[src/rtc_regs.svh]
`ifndef RTC_REGS_SVH
`define RTC_REGS_SVH
// Overview of operation
// Each threshold gives two borders: threshold plus and minus hysteresis.
// Relay changes only after input stays beyond a border longer than the delay; code may switch up to one tick early.
// With both delays zero the relay switches at once on any border crossing.
// Positive on delay: energise only after staying beyond border for the delay; code may energise up to one tick early.
// Positive off delay: release once the delay elapsed since the border crossing; code may release up to one tick early.
// Return across the border before expiry keeps state and drops the change.
// Single threshold: direct energises above threshold, inverted de-energises there.
// Fault reaction forces relay on, off, or leaves it unchanged.
// Dual threshold shares hysteresis, delays, unit, polarity and fault reaction.
// Inside energises between thresholds, outside beyond them, off otherwise.
// Thresholds are sorted internally so either may be the larger.
// Disabled behaviour holds the relay permanently de-energised.
// Delays span 0 to 99.9 units in steps of 0.1.
// Time unit selects seconds or minutes for both delays.
// Critical situation is a value outside the permissible range.
// Borders evaluated per sample; delays count 0.1-unit ticks, restart on lapse.

// ----------------------------------------
// timing
// ----------------------------------------
`define RTC_CLK_HZ 100000000
`define RTC_TENTH_SEC_NS 100000000
`define RTC_CLK_NS 10
`define RTC_TENTH_SEC_CYC (`RTC_TENTH_SEC_NS / `RTC_CLK_NS)
`define RTC_SEC_PER_MIN 60
`define RTC_DELAY_MAX 16'h03E7
`endif

[src/rtc_pkg.sv]
`default_nettype none
package rtc_pkg;
	typedef enum logic [2:0] {RTC_DISABLED, RTC_ABOVE_ON, RTC_ABOVE_OFF, RTC_INSIDE, RTC_OUTSIDE} rtc_mode_e;
	typedef enum logic [1:0] {RTC_FAULT_HOLD, RTC_FAULT_ON, RTC_FAULT_OFF} rtc_fault_e;
	typedef struct packed {
		logic signed [15:0] firstThreshold;
		logic signed [15:0] secondThreshold;
		logic [15:0] hysteresisWidth;
		logic [15:0] onDelay;
		logic [15:0] offDelay;
		logic unitMinutes;
		rtc_mode_e mode;
		rtc_fault_e faultReaction;
	} rtc_cfg_s;
	typedef struct packed {
		logic sampleValid;
		logic signed [15:0] value;
		logic outOfRange;
	} rtc_sample_s;
endpackage : rtc_pkg
`default_nettype wire

[src/rtc_relay_threshold_control.sv]
`timescale 1ns/1ps
`default_nettype none
`include "rtc_regs.svh"
module rtc_relay_threshold_control #(
	parameter int TENTH_CYCLES = `RTC_TENTH_SEC_CYC
) (
	input wire logic core_clk,
	input wire logic rst,
	input wire rtc_pkg::rtc_cfg_s cfg,
	input wire rtc_pkg::rtc_sample_s sample,
	output logic relayOn,
	output logic ledOn,
	output logic critical,
	output logic delayPending
);
	// ----------------------------------------
	// 0.1-unit tick divider
	// ----------------------------------------
	logic [31:0] divCnt, next_divCnt;
	logic [5:0] minCnt, next_minCnt;
	logic tick;
	always_comb begin
		next_divCnt = divCnt + 32'h1;
		next_minCnt = minCnt;
		tick = 1'b0;
		if (divCnt >= 32'(TENTH_CYCLES - 1)) begin
			next_divCnt = '0;
			// minutes: 60 tenth-seconds per tenth-minute
			if (!cfg.unitMinutes || minCnt >= 6'(`RTC_SEC_PER_MIN - 1)) begin
				tick = 1'b1;
				next_minCnt = '0;
			end else begin
				next_minCnt = minCnt + 6'h1;
			end
		end
	end
	always_ff @(posedge core_clk or posedge rst) begin
		if (rst) begin
			divCnt <= '0;
			minCnt <= '0;
		end else begin
			divCnt <= next_divCnt;
			minCnt <= next_minCnt;
		end
	end

	// ----------------------------------------
	// border evaluation
	// ----------------------------------------
	function automatic logic signed [17:0] addSat(input logic signed [15:0] a, input logic signed [17:0] b);
		addSat = 18'(a) + b;
	endfunction : addSat

	function automatic logic [15:0] clampDelay(input logic [15:0] d);
		clampDelay = (d > 16'(`RTC_DELAY_MAX)) ? 16'(`RTC_DELAY_MAX) : d;
	endfunction : clampDelay

	logic signed [15:0] loThr, hiThr;
	logic signed [17:0] hysteresis_width;
	logic [15:0] onLim, offLim;
	logic targetOn, targetOff;
	always_comb begin
		// sorted so either threshold may be larger
		if (cfg.firstThreshold <= cfg.secondThreshold) begin
			loThr = cfg.firstThreshold;
			hiThr = cfg.secondThreshold;
		end else begin
			loThr = cfg.secondThreshold;
			hiThr = cfg.firstThreshold;
		end
		hysteresis_width = 18'(signed'({1'b0, cfg.hysteresisWidth}));
		// clamp delays to 99.9 units
		onLim = clampDelay(cfg.onDelay);
		offLim = clampDelay(cfg.offDelay);
		targetOn = 1'b0;
		targetOff = 1'b0;
		case (cfg.mode)
			rtc_pkg::RTC_ABOVE_ON: begin
				targetOn = 18'(sample.value) > addSat(cfg.firstThreshold, hysteresis_width);
				targetOff = 18'(sample.value) < addSat(cfg.firstThreshold, -hysteresis_width);
			end
			rtc_pkg::RTC_ABOVE_OFF: begin
				targetOff = 18'(sample.value) > addSat(cfg.firstThreshold, hysteresis_width);
				targetOn = 18'(sample.value) < addSat(cfg.firstThreshold, -hysteresis_width);
			end
			rtc_pkg::RTC_INSIDE: begin
				targetOn = 18'(sample.value) > addSat(loThr, hysteresis_width) && 18'(sample.value) < addSat(hiThr, -hysteresis_width);
				targetOff = 18'(sample.value) < addSat(loThr, -hysteresis_width) || 18'(sample.value) > addSat(hiThr, hysteresis_width);
			end
			rtc_pkg::RTC_OUTSIDE: begin
				targetOff = 18'(sample.value) > addSat(loThr, hysteresis_width) && 18'(sample.value) < addSat(hiThr, -hysteresis_width);
				targetOn = 18'(sample.value) < addSat(loThr, -hysteresis_width) || 18'(sample.value) > addSat(hiThr, hysteresis_width);
			end
			default: begin
				targetOn = 1'b0;
				targetOff = 1'b0;
			end
		endcase
	end

	// ----------------------------------------
	// zone latch, per sample
	// ----------------------------------------
	logic wantOn, wantOff, next_wantOn, next_wantOff, next_critical;
	always_comb begin
		next_wantOn = wantOn;
		next_wantOff = wantOff;
		next_critical = critical;
		if (sample.sampleValid) begin
			next_critical = sample.outOfRange && cfg.mode != rtc_pkg::RTC_DISABLED;
			next_wantOn = targetOn && !sample.outOfRange;
			next_wantOff = targetOff && !sample.outOfRange;
		end
	end

	// ----------------------------------------
	// delay counter and relay state
	// ----------------------------------------
	logic [15:0] dlyCnt, next_dlyCnt;
	logic next_relayOn;
	logic crossing;
	logic [15:0] curLim;
	always_comb begin
		next_dlyCnt = dlyCnt;
		next_relayOn = relayOn;
		curLim = relayOn ? offLim : onLim;
		crossing = (wantOn && !relayOn) || (wantOff && relayOn);
		if (cfg.mode == rtc_pkg::RTC_DISABLED) begin
			next_relayOn = 1'b0;
			next_dlyCnt = '0;
		end else if (critical) begin
			next_dlyCnt = '0;
			if (cfg.faultReaction == rtc_pkg::RTC_FAULT_ON)
				next_relayOn = 1'b1;
			else if (cfg.faultReaction == rtc_pkg::RTC_FAULT_OFF)
				next_relayOn = 1'b0;
		end else if (!crossing) begin
			next_dlyCnt = '0;
		end else if (curLim == 16'h0000) begin
			next_relayOn = !relayOn;
			next_dlyCnt = '0;
		end else if (tick) begin
			// switch on the tick that brings the count to curLim; the first tick can be partial, so the wait may be up to one tick short
			if (dlyCnt + 16'h1 >= curLim) begin
				next_relayOn = !relayOn;
				next_dlyCnt = '0;
			end else begin
				next_dlyCnt = dlyCnt + 16'h1;
			end
		end
	end
	always_ff @(posedge core_clk or posedge rst) begin
		if (rst) begin
			wantOn <= 1'b0;
			wantOff <= 1'b0;
			critical <= 1'b0;
			dlyCnt <= '0;
			relayOn <= 1'b0;
		end else begin
			wantOn <= next_wantOn;
			wantOff <= next_wantOff;
			critical <= next_critical;
			dlyCnt <= next_dlyCnt;
			relayOn <= next_relayOn;
		end
	end
	assign ledOn = relayOn;
	assign delayPending = crossing && !critical && cfg.mode != rtc_pkg::RTC_DISABLED;

	// ----------------------------------------
	// reference borders for the checks
	// ----------------------------------------
	// wide enough that no border sum can wrap
	logic signed [31:0] refVal, refFirst, refLo, refHi, refHyst;
	always_comb begin
		refVal = 32'(sample.value);
		refFirst = 32'(cfg.firstThreshold);
		refHyst = $signed({16'h0000, cfg.hysteresisWidth});
		refLo = 32'(cfg.secondThreshold);
		refHi = 32'(cfg.firstThreshold);
		if (cfg.firstThreshold < cfg.secondThreshold) begin
			refLo = 32'(cfg.firstThreshold);
			refHi = 32'(cfg.secondThreshold);
		end
	end

	// ----------------------------------------
	// tick spacing monitor
	// ----------------------------------------
	// a unit change makes the next gap partial, so the check skips it
	logic [31:0] gapCnt, next_gapCnt;
	logic gapValid, next_gapValid, prevUnit;
	always_comb begin
		next_gapCnt = gapCnt + 32'h1;
		next_gapValid = gapValid;
		if (tick) begin
			next_gapCnt = 32'h1;
			next_gapValid = 1'b1;
		end
		if (cfg.unitMinutes != prevUnit) begin
			next_gapValid = 1'b0;
		end
	end
	always_ff @(posedge core_clk or posedge rst) begin
		if (rst) begin
			gapCnt <= '0;
			gapValid <= 1'b0;
			prevUnit <= 1'b0;
		end else begin
			gapCnt <= next_gapCnt;
			gapValid <= next_gapValid;
			prevUnit <= cfg.unitMinutes;
		end
	end

	// ----------------------------------------
	// mode and fault checks
	// ----------------------------------------
	a_disabled_off: assert property (@(posedge core_clk) disable iff (rst)
		cfg.mode == rtc_pkg::RTC_DISABLED |=> !relayOn) else $error("relay on while disabled");

	a_disabled_count: assert property (@(posedge core_clk) disable iff (rst)
		cfg.mode == rtc_pkg::RTC_DISABLED |=> dlyCnt == 16'h0000) else $error("counter running while disabled");

	a_fault_on: assert property (@(posedge core_clk) disable iff (rst)
		critical && cfg.mode != rtc_pkg::RTC_DISABLED && cfg.faultReaction == rtc_pkg::RTC_FAULT_ON |=> relayOn)
		else $error("fault on not forced");

	a_fault_off: assert property (@(posedge core_clk) disable iff (rst)
		critical && cfg.faultReaction == rtc_pkg::RTC_FAULT_OFF |=> !relayOn) else $error("fault off not forced");

	a_hold_freeze: assert property (@(posedge core_clk) disable iff (rst)
		critical && cfg.mode != rtc_pkg::RTC_DISABLED && cfg.faultReaction == rtc_pkg::RTC_FAULT_HOLD
		|=> relayOn == $past(relayOn)) else $error("relay moved under fault hold");

	a_crit_sample: assert property (@(posedge core_clk) disable iff (rst)
		sample.sampleValid && sample.outOfRange && cfg.mode != rtc_pkg::RTC_DISABLED |=> critical)
		else $error("critical not flagged");

	a_oor_clears: assert property (@(posedge core_clk) disable iff (rst)
		sample.sampleValid && sample.outOfRange |=> !wantOn && !wantOff) else $error("zone kept on bad sample");

	// ----------------------------------------
	// zone checks against the reference borders
	// ----------------------------------------
	a_border_on: assert property (@(posedge core_clk) disable iff (rst)
		sample.sampleValid && !sample.outOfRange && cfg.mode == rtc_pkg::RTC_ABOVE_ON && refVal > refFirst + refHyst
		|=> wantOn && !wantOff) else $error("upper border missed");

	a_border_off: assert property (@(posedge core_clk) disable iff (rst)
		sample.sampleValid && !sample.outOfRange && cfg.mode == rtc_pkg::RTC_ABOVE_ON && refVal < refFirst - refHyst
		|=> wantOff && !wantOn) else $error("lower border missed");

	// strict borders: a value sitting on a border is still in the band
	a_dead_band: assert property (@(posedge core_clk) disable iff (rst)
		sample.sampleValid && cfg.mode == rtc_pkg::RTC_ABOVE_ON && refVal >= refFirst - refHyst
		&& refVal <= refFirst + refHyst |=> !wantOn && !wantOff) else $error("dead band not kept");

	a_inverted: assert property (@(posedge core_clk) disable iff (rst)
		sample.sampleValid && !sample.outOfRange && cfg.mode == rtc_pkg::RTC_ABOVE_OFF && refVal > refFirst + refHyst
		|=> wantOff && !wantOn) else $error("inverted polarity wrong");

	a_inside_zone: assert property (@(posedge core_clk) disable iff (rst)
		sample.sampleValid && !sample.outOfRange && cfg.mode == rtc_pkg::RTC_INSIDE && refVal > refLo + refHyst
		&& refVal < refHi - refHyst |=> wantOn) else $error("inside zone missed");

	a_outside_zone: assert property (@(posedge core_clk) disable iff (rst)
		sample.sampleValid && !sample.outOfRange && cfg.mode == rtc_pkg::RTC_OUTSIDE
		&& (refVal < refLo - refHyst || refVal > refHi + refHyst) |=> wantOn) else $error("outside zone missed");

	// ----------------------------------------
	// delay and timing checks
	// ----------------------------------------
	a_zero_delay: assert property (@(posedge core_clk) disable iff (rst)
		!critical && cfg.mode != rtc_pkg::RTC_DISABLED && wantOn && !relayOn && onLim == 16'h0000 |=> relayOn)
		else $error("zero delay not immediate");

	a_no_spurious: assert property (@(posedge core_clk) disable iff (rst)
		!critical && cfg.mode != rtc_pkg::RTC_DISABLED && !crossing |=> relayOn == $past(relayOn))
		else $error("relay changed without crossing");

	a_wait_tick: assert property (@(posedge core_clk) disable iff (rst)
		!critical && cfg.mode != rtc_pkg::RTC_DISABLED && crossing && !tick && onLim != 16'h0000
		&& offLim != 16'h0000 |=> relayOn == $past(relayOn)) else $error("relay changed between ticks");

	a_restart_cnt: assert property (@(posedge core_clk) disable iff (rst)
		!crossing |=> dlyCnt == 16'h0000) else $error("counter not restarted");

	a_clamp_limit: assert property (@(posedge core_clk) disable iff (rst)
		onLim <= 16'(`RTC_DELAY_MAX) && offLim <= 16'(`RTC_DELAY_MAX)) else $error("delay limit not clamped");

	a_count_bound: assert property (@(posedge core_clk) disable iff (rst)
		dlyCnt < 16'(`RTC_DELAY_MAX)) else $error("delay counter overran");

	a_tick_spacing: assert property (@(posedge core_clk) disable iff (rst)
		tick && gapValid && cfg.unitMinutes == prevUnit |-> gapCnt == (cfg.unitMinutes
		? 32'(TENTH_CYCLES * `RTC_SEC_PER_MIN) : 32'(TENTH_CYCLES))) else $error("tick spacing wrong");

	c_turn_on: cover property (@(posedge core_clk) disable iff (rst) !relayOn ##1 relayOn);
	c_turn_off: cover property (@(posedge core_clk) disable iff (rst) relayOn ##1 !relayOn);
	c_fault: cover property (@(posedge core_clk) disable iff (rst) critical);
	c_abort: cover property (@(posedge core_clk) disable iff (rst) delayPending && dlyCnt != 16'h0000 ##1 !delayPending);
	c_minute_tick: cover property (@(posedge core_clk) disable iff (rst) tick && cfg.unitMinutes);
endmodule : rtc_relay_threshold_control
`default_nettype wire

[config.mk]
export PLATFORM = sky130hd
export DESIGN_NAME = rtc_relay_threshold_control
export DESIGN_NICKNAME = d
export VERILOG_FILES = /design/src/rtc_pkg.sv /design/src/rtc_relay_threshold_control.sv
export VERILOG_INCLUDE_DIRS = /design/src
export SDC_FILE = /design/constraint.sdc
export NUM_CORES = 1
export LEC_CHECK = 0
export BUFFER_PORTS_ARGS = -buffer_cell sky130_fd_sc_hd__clkbuf_2
export CAP_MARGIN = 40
export CELL_PAD_IN_SITES_DETAIL_PLACEMENT = 0
export CELL_PAD_IN_SITES_GLOBAL_PLACEMENT = 1
export CORE_ASPECT_RATIO = 0.7
export CORE_MARGIN = 2
export CORE_UTILIZATION = 35
export CTS_BUF_LIST = sky130_fd_sc_hd__clkbuf_16
export DETAILED_ROUTE_END_ITERATION = 10
export GPL_ROUTABILITY_DRIVEN = 0
export PLACE_DENSITY = 0.74
export SYNTH_ARGS = -nofsm -noshare
export SYNTH_HDL_FRONTEND = slang
export SYNTH_SLANG_ARGS = --single-unit
[constraint.sdc]
create_clock -name core_clk -period 3.96 [get_ports core_clk]
set_input_delay 0.396 -clock core_clk [delete_from_list [all_inputs] [get_ports core_clk]]
set_output_delay 0.396 -clock core_clk [all_outputs]
set_load 0.01 [all_outputs]
### After elaboration in Yosys (flattened, before gate mapping)

Index checks and enable logic that the tools add are counted.

* register bits: 58
* input bits: 106
* output and inout bits: 4
* word-level logic and storage cells: 84

* add/sub/neg operators: 10
* magnitude comparators: 12
* eq/ne operators: 8
* multiplexer cells: 25
* reductions and logical operators: 22

Operators by type and width (number)
* 16-bit 2-to-1 mux: 11
* 16-bit by 17-bit adder with 18-bit output: 3
* 16-bit by 18-bit adder with 18-bit output: 3
* 16-bit by 18-bit > comparator with 1-bit output: 3
* 16-bit by 18-bit less-than comparator with 1-bit output: 3
* 32-bit by 1-bit adder with 32-bit output (second input constant): 1
* 32-bit by 24-bit >= comparator with 1-bit output (second input constant): 1
* 16-bit by 10-bit > comparator with 1-bit output (second input constant): 2
* 32-bit 2-to-1 mux: 1
* 16-bit negation with 18-bit output: 1
* 16-bit by 1-bit adder with 16-bit output (second input constant): 1
* 16-bit >= comparator: 1
* 16-bit less-or-equal comparator: 1
* 16-bit logical NOT: 1
* 1-bit 2-to-1 mux: 10
* 1-bit logical AND: 8
* 1-bit one-hot mux with 4 select lines: 2
* 4-bit nonzero test: 2
* 6-bit by 1-bit adder with 6-bit output (second input constant): 1
* 3-bit by 2-bit == test with 1-bit output (second input constant): 2
* 6-bit >= comparator (second input constant): 1
* 6-bit 2-to-1 mux: 1
* 3-bit nonzero test: 2
* 5-bit by 3-bit inequality test with 1-bit output (second input constant): 1
* 9 further kinds: 14

### Longest topological paths before layout

* depth in word-level cells: 10
* mapped depth: 30
* depth with buffers taken out: 28

### Least setup slack after synthesis

No wires, ideal clock.

* path kind: input -> register
* from: input cfg[65] (netlist bit)
* to: register wantOff
* library setup time: 0.135 ns
* arrival time: 5.371 ns
* required time: 3.825 ns
* setup slack: -1.546 ns
* cell stages on the path: 29
* path buffers: 2
* cell sequence: inv_1 -> ha_1 -> and3_1 -> a221oi_1 -> o21ai_0 -> o21ai_0 -> a21oi_1 -> clkbuf_1 -> buf_2 -> nand2_1 -> o21ai_0 -> inv_1 -> fa_1 -> inv_1 -> a21oi_1 -> o21bai_1 -> a2111oi_0 -> o31ai_1 -> a221oi_1 -> a221oi_1 -> xnor2_1 -> ha_1 -> a21o_1 -> a21oi_1 -> o21ai_0 -> a21oi_1 -> mux2i_1 -> o31ai_1 -> o211ai_1

* longest elaborated chain between the ends: 7
* elaborated cells on any way between the ends: 15
* those cells by class: add/sub (4); order compare (5); mux (3); reduce/logical (3)

Ends and longest elaborated chain
* from (decl): line rtc_relay_threshold_control.sv:9 `input wire rtc_pkg::rtc_cfg_s cfg,`
* 16-bit less-or-equal comparator: line rtc_relay_threshold_control.sv:64 `if (cfg.firstThreshold <= cfg.secondThreshold) begin`
* 16-bit 2-to-1 mux: line rtc_relay_threshold_control.sv:64
* 16-bit by 18-bit adder with 18-bit output or 16-bit by 17-bit adder with 18-bit output (tied branches): line rtc_relay_threshold_control.sv:51 `addSat = 18'(a) + b;`
* 16-bit by 18-bit less-than comparator with 1-bit output (tied with other cells): line rtc_relay_threshold_control.sv:91 `targetOff = 18'(sample.value) > addSat(loThr, hysteresis_width) && 18'(sample.value) < addSat(hiThr, -hysteres ...`
* 1-bit logical AND or 1-bit logical OR (tied branches): line rtc_relay_threshold_control.sv:91, rtc_relay_threshold_control.sv:88
* 1-bit one-hot mux with 4 select lines *: line rtc_relay_threshold_control.sv:77 `case (cfg.mode)`
* 1-bit logical AND *: line rtc_relay_threshold_control.sv:112 `next_wantOff = targetOff && !sample.outOfRange;`
* to (signal assigned): line rtc_relay_threshold_control.sv:161 `wantOff <= next_wantOff;`
* to (decl): line rtc_relay_threshold_control.sv:104 `logic wantOn, wantOff, next_wantOn, next_wantOff, next_critical;`

Every way passes the cells marked *; elsewhere a longest branch is shown, timed or not.
A chain may end at the register's enable or synchronous reset.

### Final worst setup path

* from: input cfg[68] (netlist bit)
* to: register wantOff

The elaborated chain is that of the path after synthesis.

==> metrics.cfg <==
[logic_synthesis]
synth_fa_ha_area_frac=0.2811
synth_ff_type=dfrtp_1
yosysSeqAreaShare=0.1296
ys_ff_latch=58
synth_compound_area_frac=0.2286
synth_cell_types=71
synth_top_family_by_area=adder cells
synthSimpleGateAreaFrac=0.2023
synth_enable_flop_cells=0
yosysWarnings=0
synthXorXnorAreaFrac=0.1048
netlist_instances=1397
synth_area_um2=11200
syn_avg_cell_area_um2=8.018
synthMuxAreaShare=0.02234
ys_async_sr_fraction=1.000

[timing]
slew_headroom=0.6136
maxSlewViolCount=0
fin_crit_ns=5.286
min_period_over_period=1.335
setup_viol=2
fin_worst_skew_ns=0.008232
fin_ws_ns=-1.326
fmax_ghz=0.1892
tightest_slew_ns=0.5774
rsz0062_at_grt=true
hold_viol_final=0
whs_ns=0.3496

[floorplan]
io_pins=110
dieHeight_um=153.7
core_um2=31350
rows=54
dieArea_um2=33470
initial_utilization=0.3573
die_w_um=217.8

[critical_path]
start_kind=input pin
worstReg2RegEnd=dlyCnt[0]$_DFFE_PP0P_
required_ns=4.15
cp_common_cell=nand4_1
crit_path_end_kind=flip-flop
ff2ff_path_depth=15
cp_max_fo=4
max_stage_delay_ns=0.38
cp.arrival_ns=5.48
regToRegSetupSlack_ns=0.50
rr_startpoint=dlyCnt[0]$_DFFE_PP0P_
cpMaxStageDelayCell=o32a_1
critPathKind=in -> reg
startpoint=cfg[68]

[finish]
layout_common_cells=buf_4, ha_1, nor2_1, clkbuf_2, nand2_1
drive_gt1_frac=0.3156
num-nets-final=2196
final_cells=2267
final_util=0.5044
fill_cells=3027
layout.area.seq_um2=1451
antenna_cells=0
layout_commonest_cell=buf_4
syn2layout_area_growth_pct=41.18
multi_input_area_um2=10050

[power_and_ir_drop]
pwr-share-clk=0.153
switchingPower_w=0.002035
p_sw_frac=0.4132
power_leakage_nw=7.873
ir_worst_vdd_mv=0.1480
comb_power_share=0.722
power_frac_seq=0.125
power_density_nw_per_um2=311.4
p_total_w=0.004924
p_int_w=0.002889

[hold_path]
hold_depth=3
hold-path-endpoint=critical$_DFFE_PP0P_
hold_class=in -> reg
hold_start=sample[0]

[clock_network]
cts_buffers=9
path_clk_slew_ns=0.05
clk_root_buffer_cell=clkbuf_16
clock_latency_ns=0.33
cts.sinks=58
clockBufferDepth=2
cts_tree=yes
h-tree-depth=3

[global_route]
grt_max_degree=38
overflow=0
grt_antenna_before_repair=0
grt_pass1_vias=11940
globalRouteTotalUtil=0.2325
grt_pass1_wl_mm=61.83

[placement]
io_buffer_count=109
dp_hpwl_mm=33.36
dp_cells=2233

[routing]
route.detailed.drc=0
firstDrtPassIters=5
routed-via-count=12120
wl_per_cell_um=17.16
drt-vias-per-instance=5.346
ant_nets=0
wl_mm=38.91
drt_iter0_markers=772

[outcome]
violations=setup timing
outcome=finished, violations left

[job]
drv_cap=0

==> final cells by class <==
class,instances,share of cell area
multi-input combinational,1261,0.6355
timing repair buffer,439,0.2015
sequential,58,0.09179
tap,420,0.03323
inverter,73,0.01986
clock buffer,9,0.01424
clock inverter,7,0.003877
==> power by group through the flow <==
stage	clock, W	combinational, W	sequential [W]
finish	0.000752	0.00355	0.000617
global route	0.000794	0.00393	0.000619
CTS	0.000763	0.00338	0.000617
detailed placement	0	0.00324	0.000627
global placement	0	0.00317	0.000627
floorplan	0	0.00194	0.000625
==> registers in the layout (all words and copies together) (netlist names) <==
signal,count
wantOff,1
dlyCnt,16
wantOn,1
ledOn,1
critical,1
minCnt,6
divCnt,32
==> worst max-delay path, delay by kind of cell <==
kind	cells	cell delay [ns]
compound gates	11	1.95
simple gates	6	1.10
fa+ha+maj	4	0.94
buf+inv	6	0.53
mux	2	0.38
xor+xnor	1	0.15
==> synthesized netlist by cell type (12+ instances only) <==
library cell,instances,area share
clkbuf_1,14,0.0047
nor2_1,100,0.034
a21o_1,60,0.040
nor3_1,43,0.019
inv_1,73,0.024
dfrtp_1,58,0.13
nand3_1,34,0.015
o21a_1,15,0.010
xnor2_1,61,0.048
a211o_1,14,0.011
nand2_1,97,0.033
mux2_2,16,0.016
or3_1,14,0.0078
a211oi_1,12,0.0080
nand4_1,30,0.017
o21ai_0,83,0.037
nor2b_1,16,0.0089
o211ai_1,12,0.0080
xor2_1,73,0.057
a21oi_1,108,0.048
a31oi_1,16,0.0089
nand2b_1,19,0.011
ha_1,242,0.27
and3_1,28,0.016
nor4_1,12,0.0067
==> cell families (layout without fill, tap and decap cells) <==
group | after synthesis | count (layout)
xor+xnor | 134 | 134
compound gates | 398 | 398
flops | 58 | 58
fa+ha+maj | 248 | 248
mux | 23 | 23
buf+inv | 90 | 528
simple gates | 444 | 444
other cells | 2 | 14
==> layer usage <==
layer	routed length [µm]	GRT usage
met5	0	0
met4	484	0.03758
met3	2808	0.04965
met2	15300	0.3324
met1	20310	0.3567
==> stage by stage <==
stage / area [µm²] / TNS, ns / setup slack (ns)
after floorplan: 11450 / -2.012 / -1.043
after global placement: 14780 / -3.791 / -1.933
after detailed placement: 14810 / -3.899 / -1.985
after CTS: 15570 / -2.351 / -1.224
after global routing: 15810 / -2.920 / -1.481
final: 15810 / -2.566 / -1.326
==> how the worst max path moves through the flow <==
stage                          endpoint
floorplan           wantOff$_DFFE_PP0P_
global placement    wantOff$_DFFE_PP0P_
detailed placement  wantOff$_DFFE_PP0P_
CTS                 wantOff$_DFFE_PP0P_
global route        wantOff$_DFFE_PP0P_
finish              wantOff$_DFFE_PP0P_
==> what timing repair did <==
item | 4_1_cts | 5_1_grt
pin swaps | 43 | 35
buffers inserted | 9 | 8
setup endpoints to repair | 2 | 5
hold buffers | 1 | 0
hold endpoints to repair | 9 | 0
resized for setup | 73 | 40
(Power assumes the default switching activity.)
